### config.mk
export PLATFORM = sky130hd
export DESIGN_NAME = tcic_top
export DESIGN_NICKNAME = d
export VERILOG_FILES = /design/src/tcic_top.v
export VERILOG_INCLUDE_DIRS = /design/src /design/src/src
export SDC_FILE = /design/constraint.sdc
export NUM_CORES = 1
export LEC_CHECK = 0
export ABC_AREA = 1
export BUFFER_PORTS_ARGS = -buffer_cell sky130_fd_sc_hd__buf_2
export CORE_AREA = 10 10 140 103
export CTS_CLUSTER_DIAMETER = 40
export DETAILED_ROUTE_END_ITERATION = 10
export DIE_AREA = 0 0 150 113
export MAX_ROUTING_LAYER = met4
export PLACE_DENSITY_LB_ADDON = 0.08
export SETUP_SLACK_MARGIN = 0.15
export SLEW_MARGIN = 15
export SYNTH_ARGS = -nofsm -noshare
export SYNTH_HDL_FRONTEND = slang
export SYNTH_SLANG_ARGS = --single-unit
export TNS_END_PERCENT = 5
### constraint.sdc
create_clock -name clock -period 2.45 [get_ports clock]
set_input_delay 0.1225 -clock clock [delete_from_list [all_inputs] [get_ports clock]]
set_output_delay 0.1225 -clock clock [all_outputs]
set_load 0.005 [all_outputs]
### src/tcic_defines.vh
// constants for the capture input conditioning block
`ifndef TCIC_DEFINES_VH
`define TCIC_DEFINES_VH

// ==========================================
// register byte offsets
`define TCIC_OFS_CHAN01 12'h018
`define TCIC_OFS_CHAN23 12'h01C
`define TCIC_OFS_CHEN 12'h020
`define TCIC_OFS_STAT 12'h024

// ==========================================
// reset values
`define TCIC_RST_CTL 8'h00
`define TCIC_RST_CHEN 4'h0

// ==========================================
// per-channel byte layout
`define TCIC_FLT_HI 7
`define TCIC_FLT_LO 4
`define TCIC_PSC_HI 3
`define TCIC_PSC_LO 2
`define TCIC_MS_HI 1
`define TCIC_MS_LO 0

// ==========================================
// mode selection codes
`define TCIC_MS_OUT 2'h0
`define TCIC_MS_OWN 2'h1
`define TCIC_MS_NBR 2'h2
`define TCIC_MS_TRG 2'h3

// ==========================================
// filter codes that bound each sample rate group
`define TCIC_FLT_KCK_LAST 4'h3
`define TCIC_FLT_D2_LAST 4'h5
`define TCIC_FLT_D4_LAST 4'h7
`define TCIC_FLT_D8_LAST 4'h9
`define TCIC_FLT_D16_LAST 4'hC

// ==========================================
// filter lengths
`define TCIC_N1 4'h1
`define TCIC_N2 4'h2
`define TCIC_N4 4'h4
`define TCIC_N5 4'h5
`define TCIC_N6 4'h6
`define TCIC_N8 4'h8

// ==========================================
// prescaler terminal counts (edges per capture minus one)
`define TCIC_PSC_T1 3'h0
`define TCIC_PSC_T2 3'h1
`define TCIC_PSC_T4 3'h3
`define TCIC_PSC_T8 3'h7

`endif

### src/tcic_top.v
// capture input filter, edge prescaler and channel control registers
`include "tcic_defines.vh"

module tcic_top
(
    input wire clock,
    input wire rst,
    input wire psel,
    input wire penable,
    input wire pwrite,
    input wire [11:0] paddr,
    input wire [31:0] pwdata,
    output reg [31:0] prdata,
    output reg pready,
    output reg pslverr,
    input wire chan0_pin_input,
    input wire chan1_pin_input,
    input wire chan2_pin_input,
    input wire chan3_pin_input,
    input wire internal_trigger_sel,
    output reg [3:0] chan_filtered_r,
    output reg [3:0] chan_selected_input_r,
    output reg [3:0] chan_capture_r
);

    // ==========================================
    // rate and length decode

    function [3:0] flt_len;
        input [3:0] code;
        begin
            case (code)
                4'h0: flt_len = `TCIC_N1;
                4'h1: flt_len = `TCIC_N2;
                4'h2: flt_len = `TCIC_N4;
                4'h3: flt_len = `TCIC_N8;
                4'hA: flt_len = `TCIC_N5;
                4'hB: flt_len = `TCIC_N6;
                4'hC: flt_len = `TCIC_N8;
                4'hD: flt_len = `TCIC_N5;
                4'hE: flt_len = `TCIC_N6;
                4'hF: flt_len = `TCIC_N8;
                default: flt_len = code[0] ? `TCIC_N8 : `TCIC_N6;
            endcase
        end
    endfunction

    function [2:0] psc_term;
        input [1:0] code;
        begin
            case (code)
                2'h0: psc_term = `TCIC_PSC_T1;
                2'h1: psc_term = `TCIC_PSC_T2;
                2'h2: psc_term = `TCIC_PSC_T4;
                default: psc_term = `TCIC_PSC_T8;
            endcase
        end
    endfunction

    // ==========================================
    // sample rate enables
    // dts runs at the kernel clock here, so code 0 samples every cycle
    reg [4:0] prediv_r;
    reg en_d2_r;
    reg en_d4_r;
    reg en_d8_r;
    reg en_d16_r;
    reg en_d32_r;

    always @(posedge clock)
    begin
        if (rst)
        begin
            prediv_r <= 5'h00;
            en_d2_r <= 1'b0;
            en_d4_r <= 1'b0;
            en_d8_r <= 1'b0;
            en_d16_r <= 1'b0;
            en_d32_r <= 1'b0;
        end
        else
        begin
            prediv_r <= prediv_r + 5'h01;
            en_d2_r <= (prediv_r[0] == 1'b1);
            en_d4_r <= (prediv_r[1:0] == 2'h3);
            en_d8_r <= (prediv_r[2:0] == 3'h7);
            en_d16_r <= (prediv_r[3:0] == 4'hF);
            en_d32_r <= (prediv_r == 5'h1F);
        end
    end

    // ==========================================
    // registers
    reg [7:0] ctl_r [0:3];
    reg [3:0] chen_r;
    wire [3:0] pin_raw;
    wire acc_w;
    wire wr_w;
    // filter outputs gathered so a channel can read its neighbour
    wire [3:0] filt_w;

    assign pin_raw = {chan3_pin_input, chan2_pin_input, chan1_pin_input, chan0_pin_input};
    // a write lands only at the edge where pready is seen high
    assign acc_w = psel & penable & pready;
    assign wr_w = acc_w & pwrite;

    always @(posedge clock)
    begin
        if (rst)
        begin
            chen_r <= `TCIC_RST_CHEN;
        end
        else if (wr_w && paddr == `TCIC_OFS_CHEN)
        begin
            chen_r <= pwdata[3:0];
        end
    end

    genvar g;
    generate
        for (g = 0; g < 4; g = g + 1)
        begin : g_ch
            wire wsel;
            wire [7:0] wbyte;
            reg [1:0] sync_r;
            reg [3:0] fcnt_r;
            reg filt_r;
            reg sel_d_r;
            reg [2:0] pcnt_r;
            reg samp_en;
            reg sel_in;
            wire [3:0] fcode;
            wire [1:0] ms;
            wire [1:0] psc;
            // high for one cycle per rising edge of the selected input
            wire edge_w;

            // low byte even, high byte odd
            assign wsel = wr_w && (paddr == ((g < 2) ? `TCIC_OFS_CHAN01 : `TCIC_OFS_CHAN23));
            assign wbyte = (g % 2 == 1) ? pwdata[15:8] : pwdata[7:0];
            assign fcode = ctl_r[g][`TCIC_FLT_HI:`TCIC_FLT_LO];
            assign ms = ctl_r[g][`TCIC_MS_HI:`TCIC_MS_LO];

            always @(posedge clock)
            begin
                if (rst)
                begin
                    ctl_r[g] <= `TCIC_RST_CTL;
                end
                else if (wsel)
                begin
                    ctl_r[g][`TCIC_FLT_HI:`TCIC_PSC_LO] <= wbyte[`TCIC_FLT_HI:`TCIC_PSC_LO];
                    if (!chen_r[g])
                    begin
                        ctl_r[g][`TCIC_MS_HI:`TCIC_MS_LO] <= wbyte[`TCIC_MS_HI:`TCIC_MS_LO];
                    end
                end
            end

            // off and kernel codes every cycle
            always @*
            begin
                if (fcode <= `TCIC_FLT_KCK_LAST)
                    samp_en = 1'b1;
                else if (fcode <= `TCIC_FLT_D2_LAST)
                    samp_en = en_d2_r;
                else if (fcode <= `TCIC_FLT_D4_LAST)
                    samp_en = en_d4_r;
                else if (fcode <= `TCIC_FLT_D8_LAST)
                    samp_en = en_d8_r;
                else if (fcode <= `TCIC_FLT_D16_LAST)
                    samp_en = en_d16_r;
                else
                    samp_en = en_d32_r;
            end

            always @(posedge clock)
            begin
                if (rst)
                begin
                    sync_r <= 2'h0;
                    fcnt_r <= 4'h0;
                    filt_r <= 1'b0;
                end
                else
                begin
                    sync_r <= {sync_r[0], pin_raw[g]};
                    if (samp_en)
                    begin
                        if (sync_r[1] == filt_r)
                        begin
                            fcnt_r <= 4'h0;
                        end
                        else if (fcnt_r + 4'h1 >= flt_len(fcode))
                        begin
                            fcnt_r <= 4'h0;
                            filt_r <= sync_r[1];
                        end
                        else
                        begin
                            fcnt_r <= fcnt_r + 4'h1;
                        end
                    end
                end
            end

            // ==========================================
            // input selection and edge prescaler
            // the partner channel reads this filter through filt_w
            assign filt_w[g] = filt_r;

            assign psc = ctl_r[g][`TCIC_PSC_HI:`TCIC_PSC_LO];

            // own, neighbour or trigger
            // neighbour pairs are 0/1 and 2/3, hence g ^ 1
            always @*
            begin
                case (ms)
                    `TCIC_MS_OWN: sel_in = filt_r;
                    `TCIC_MS_NBR: sel_in = filt_w[g ^ 1];
                    `TCIC_MS_TRG: sel_in = internal_trigger_sel;
                    default: sel_in = 1'b0;
                endcase
            end

            // rising edges only; no polarity control lives here
            // a mode write can itself make an edge, so set modes while disabled
            assign edge_w = sel_in & ~sel_d_r & (ms != `TCIC_MS_OUT);

            // count rests at zero, so the first capture is the Nth edge
            always @(posedge clock)
            begin
                if (rst)
                begin
                    sel_d_r <= 1'b0;
                    pcnt_r <= 3'h0;
                    chan_capture_r[g] <= 1'b0;
                end
                else
                begin
                    sel_d_r <= sel_in;
                    chan_capture_r[g] <= 1'b0;
                    if (!chen_r[g])
                    begin
                        pcnt_r <= 3'h0;
                    end
                    else if (edge_w)
                    begin
                        if (pcnt_r >= psc_term(psc))
                        begin
                            pcnt_r <= 3'h0;
                            chan_capture_r[g] <= 1'b1;
                        end
                        else
                        begin
                            pcnt_r <= pcnt_r + 3'h1;
                        end
                    end
                end
            end

            // one more stage keeps the ports straight from flip-flops
            always @(posedge clock)
            begin
                if (rst)
                begin
                    chan_filtered_r[g] <= 1'b0;
                    chan_selected_input_r[g] <= 1'b0;
                end
                else
                begin
                    chan_filtered_r[g] <= filt_r;
                    chan_selected_input_r[g] <= sel_in;
                end
            end
        end
    endgenerate

    // ==========================================
    // apb slave: one wait state, then pready for one cycle
    // full-word accesses assumed, no strobes
    // upper half not stored, reads zero
    always @(posedge clock)
    begin
        if (rst)
        begin
            pready <= 1'b0;
            pslverr <= 1'b0;
            prdata <= 32'h00000000;
        end
        else
        begin
            pready <= psel & penable & ~pready;
            if (psel && penable && !pready)
            begin
                pslverr <= 1'b0;
                prdata <= 32'h00000000;
                case (paddr)
                    `TCIC_OFS_CHAN01: prdata[15:0] <= {ctl_r[1], ctl_r[0]};
                    `TCIC_OFS_CHAN23: prdata[15:0] <= {ctl_r[3], ctl_r[2]};
                    `TCIC_OFS_CHEN: prdata[3:0] <= chen_r;
                    `TCIC_OFS_STAT: prdata[7:0] <= {chan_selected_input_r, chan_filtered_r};
                    default: pslverr <= 1'b1;
                endcase
            end
            else if (pready)
            begin
                pslverr <= 1'b0;
            end
        end
    end

endmodule // tcic_top

# After elaboration in Yosys (flattened, before gate mapping)
# Memory sizes are Yosys's and may differ from the RTL's.
# Index checks and enable logic that the tools add are counted.
word_totals:
  ff_bits: 84
  latchBits: 0
  ramBits: 32
  mem_bits_ro: 0
  inputBits: 54
  elab_cells: 339
  memories: 1
op_classes:
  add_sub_neg: 9
  multipliers: 0
  n_div: 0
  n_lt_le_gt_ge: 28
  eq_ne: 68
  shifts: 0
  n_mux: 114
  n_bitwise: 37
  n_reduce_logical: 44
memory_table:
  columns: ["name", "words", "width", "read_ports", "rd_clocked_by_memory_dff", "write_ports", "line_no", "source"]
  rows:
  - ["ctl_r", 4, 8, 4, 0, 4, "tcic_top.v:94", "reg [7:0] ctl_r [0:3];"]
op_table:
  columns: ["cell", "n"]
  rows:
  - ["equality test 4 bit, second input constant", 25]
  - ["two-way mux 4 bit", 24]
  - ["one-hot mux 4 bit (6 select lines)", 4]
  - ["two-way mux 1 bit", 51]
  - ["two-way mux 3 bit", 16]
  - ["one-hot mux 3 bit (3 select lines)", 4]
  - ["equality test 4 x 2 -> 1 bit, second input constant", 8]
  - ["<= comparator 4 x 3 -> 1 bit, second input constant", 8]
  - ["<= comparator 4 bit, second input constant", 8]
  - ["equality test 2 bit, second input constant", 13]
  - ["equality test 12 x 5 -> 1 bit, second input constant", 2]
  - ["equality test 12 x 6 -> 1 bit, second input constant", 2]
  - ["two-way mux 6 bit", 4]
  - ["OR reduction 2 bit", 12]
  - ["OR reduction 3 bit", 8]
  - ["NOT 1 bit", 17]
  - ["adder 4 x 1 -> 4 bit, second input constant", 4]
  - ["equality test 2 x 1 -> 1 bit, second input constant", 8]
  - ["equality test 4 x 1 -> 1 bit, second input constant", 4]
  - [">= comparator 4 bit", 4]
  - ["<= comparator 4 x 2 -> 1 bit, second input constant", 4]
  - ["zero test 4 bit", 4]
  - ["one-hot mux 4 bit (4 select lines)", 1]
  - ["one-hot mux 8 bit (2 select lines)", 1]
  - ["other kinds (17)", 64]

# Longest topological paths before layout
# An unclocked memory read counts as a cell.
logic_depth:
  depth_word: 12
  ltp_mapped: 16
  depth_no_buf: 16

# Worst setup path after synthesis
# OpenSTA, ideal clock, no wires.
synth_timing:
  kind: "register -> register"
  start: "memory ctl_r[1][7]"
  end: "register g_ch[1].fcnt_r[0]"
  setup_ns: 0.070
  t_arrival_ns: 2.109
  t_required_ns: 2.380
  setup_slack_ns: 0.271
  stages_incl_launch_ff: 16
  path_buffers: 0
  synth_period_minus_slack_ns: 2.179
  cell_sequence: "edfxtp_1 -> nand2_1 -> inv_1 -> nor3_1 -> inv_1 -> nor2_1 -> inv_1 -> o31ai_1 -> ha_1 -> inv_1 -> nor2_1 -> o21bai_1 -> nand3_1 -> nor3_1 -> nand2_1 -> a21oi_1"
synth_rtl:
  columns: ["item", "line_no", "source"]
  rows:
  - ["start, declared", "tcic_top.v:94", null]
  - ["end signal, assigned", "tcic_top.v:201", "fcnt_r <= fcnt_r + 4'h1;"]
  - ["end, declared", "tcic_top.v:126", "reg [3:0] fcnt_r;"]

==> results.yml <==
timing:
  rsz0062_at_grt: "yes"
  fin_ws_ps: 64.84
  setup_viol: 0
  slew_violations: 0
  tightest_slew_ps: 699.5
  fin_crit_ps: 2385
  clock.fmax_mhz: 419.3
  post-route-period-util: 0.9735
  hold_viol_final: 0
  clock_skew_ps: 7.908
  relSlewSlack: 0.5336
clock_tree:
  htreeDepth: 4
  clk_latency_ps: 420
  clk_pin_slew_ps: 60
  cts_sinks: 116
  root_buffer: "clkbuf_16"
  cts_buffers: 17
  cts_tree: "yes"
  cts_buffer_depth: 2
cells_and_area:
  post-route-util: 0.6785
  fill_cells: 1015
  design_area_sq_um: 7900
  drive_gt1_frac: 0.1819
  final_cell_mix: "nand2_1 (169), inv_1 (136), nor2_1 (121)"
  final_common_cell: "nand2_1"
  final_nets: 1086
  synthToLayoutAreaGrowth_pct: 18.35
  antenna_cells: 0
placement:
  io_buffers: 67
  pre_cts_slack_ps: 71.10
  dp_hpwl_microns: 11980
  placed_area_sq_um: 7106
  gp_congestion: 0.9676
grt:
  grt.overflow.total: 0
  grt_pass1_vias: 5258
  grt_max_degree: 63
  antenna_found_initial: 0
  grt_usage: 0.1973
  grt_first_pass_wirelength_microns: 26180
synthesis:
  synth_area_per_cell_sq_um: 7.409
  synth-xor-area-share: 0.02099
  synth_edf_count: 32
  synth_async_sr_flop_share: 0
  synth-seq-area-share: 0.3959
  yosys_warnings: 0
  yosys.area_share.simple: 0.2845
  netlist_instances: 901
  synthMuxAreaShare: 0
  ys.flop_type: "dfxtp_1"
  synthesis.area_sq_um: 6675
  synth_compound_area_frac: 0.1074
  synth.distinct_cells: 40
  synth_top_family_by_area: "simple AND/OR/NAND/NOR gates"
  synth_adder_area_share: 0.07310
  synth-seq-cells: 116
setup_path:
  regToRegSetupSlack_ps: 60
  path_max_fanout: 5
  rr_worst_depth: 15
  reg2reg_from: "ctl_r[1][6]"
  required_ps: 2800
  crit_path_start_kind: "flop"
  regToRegEndpoint: "g_ch[1].fcnt_r[1]"
  cp-end-kind: "flop"
  crit_arrival_ps: 2730
  crit_type: "flop to flop"
  critPathCapture: "g_ch[1].fcnt_r[1]"
  worstSetupStartpoint: "ctl_r[1][6]"
pwr:
  p_leak_nw: 3.801
  ir_drop_mv: 0.5491
  p_total_w: 0.005042
  pwr_density_cell_nw_per_um2: 638.2
route:
  wl_microns: 16670
  routedWlPerCell_microns: 14.33
  dr_total_vias: 5984
  drtIter0Drc: 555
  drc: 0
  ant_nets: 0
  drtPass1Iterations: 7
  vias_per_cell: 5.145
flow_run:
  maxCapViolations: 0
floorplanning:
  dieArea_sq_um: 16950
  boundaryPins: 100
  core_area_sq_um: 11640
  die_w_microns: 150
  die_y_microns: 113
  start_util: 0.5733
  row_count: 33
outcome:
  outcome: "finished clean"
min_path:
  hold_class: "primary input to flop"
[worst max-delay path, stage by stage (launching register included)]
cell and delay, ps:
edfxtp_1 430, nand2_2 160, inv_2 70, nor3_4 190, inv_1 70, nor2_2 140
inv_2 60, o31ai_4 50, ha_1 270, inv_1 60, nor2_1 30, o21bai_1 220
nand3_2 170, nor3_2 210, nand2_1 80, a21oi_2 100
[stage by stage]
| step | TNS (ps) | instances | hold slack [ps] |
|---|---|---|---|
| 2_1_floorplan | 0 | 916 | 229.5 |
| 3_3_place_gp | 0 | 1115 | 325.9 |
| 3_5_place_dp | 0 | 1115 | 338.7 |
| 4_1_cts | 0 | 1154 | 17.44 |
| 5_1_grt | -743.3 | 1163 | 28.89 |
| 6_report | 0 | 1163 | 27.77 |
[registers in the layout, summed over array words and instances, names as in the netlist]
signal	count
chan_selected_input_r	4
g_ch.fcnt_r	16
en_d2_r	1
prediv_r	5
chen_r	4
chan_capture_r	4
en_d4_r	1
g_ch.pcnt_r	12
en_d32_r	1
pslverr	1
ctl_r	32
prdata	16
pready	1
en_d8_r	1
chan_filtered_r	4
g_ch.filt_r	4
g_ch.sync_r	8
en_d16_r	1
[worst min path at each step]
| stage | start | to | cells after the start |
|---|---|---|---|
| 6_report | pwdata[1] | chen_r[1] | 3 |
| 5_1_grt | pwdata[1] | chen_r[1] | 3 |
| 4_1_cts | pwdata[1] | chen_r[1] | 3 |
| 3_5_place_dp | chan3_pin_input | g_ch[3].sync_r[0] | 3 |
| 3_3_place_gp | chan0_pin_input | g_ch[0].sync_r[0] | 3 |
| 2_1_floorplan | chan0_pin_input | g_ch[0].sync_r[0] | 2 |
[synth_stat cells, drive strengths merged (2+ instances only)]
library cell    n  area share
nor2          145        0.10
xnor2           5      0.0066
nor4            2      0.0019
o21bai          5      0.0056
edfxtp         32        0.14
inv           149       0.084
a211oi          2      0.0022
clkbuf          6      0.0034
or2             5      0.0047
xor2           11       0.014
nand2         178        0.11
ha             39       0.073
o2111ai         4      0.0052
a21oi          50       0.037
buf            28       0.030
nor3           29       0.023
o22ai          10      0.0094
o21ai          41       0.031
a41oi           2      0.0026
o211ai          6      0.0067
nand3          50       0.038
nand4           9      0.0084
a31oi           5      0.0047
dfxtp          84        0.25
[area by class of cell]
type                       instances  area (sq um)  area share
multi-input combinational        617          3402      0.4306
sequential                       116          2643      0.3345
inverter                         149         559.3     0.07079
timing repair buffer              92         538.0     0.06810
clock buffer                      19         454.2     0.05749
tap                              157         196.4     0.02487
clock inverter                    13         107.6     0.01362
[metal layers]
layer	wire length, microns	global-route usage	vias up
met4	155	0.06395	0
met2	6716	0.2680	232
li1	-	-	3067
met1	8270	0.2822	2666
met5	0	-	-
met3	1527	0.04339	19
[power by group]
| part | internal (W) | switching [W] | total [W] |
|---|---|---|---|
| Combinational | 0.000208 | 0.000357 | 0.000565 |
| Clock | 0.00138 | 0.000980 | 0.00236 |
| Sequential | 0.00204 | 0.0000732 | 0.00212 |
| Total | 0.00363 | 0.00141 | 0.00504 |
[cells by family after synthesis]
kind of cell / Yosys count
simple gates: 419
buf+inv: 183
compound gates: 127
flops: 116
fa+ha+maj: 39
other cells: 1
xor+xnor: 16
[repair_timing]
item | CTS | global route
endpoints found under the hold margin | 6 | 0
hold buffers | 6 | 0
endpoints found under the setup margin | 7 | 20
buffers inserted | 1 | 9
resized for setup | 3 | 21
pin swaps | 0 | 9
No activity file was read; power rests on OpenSTA's default activity.
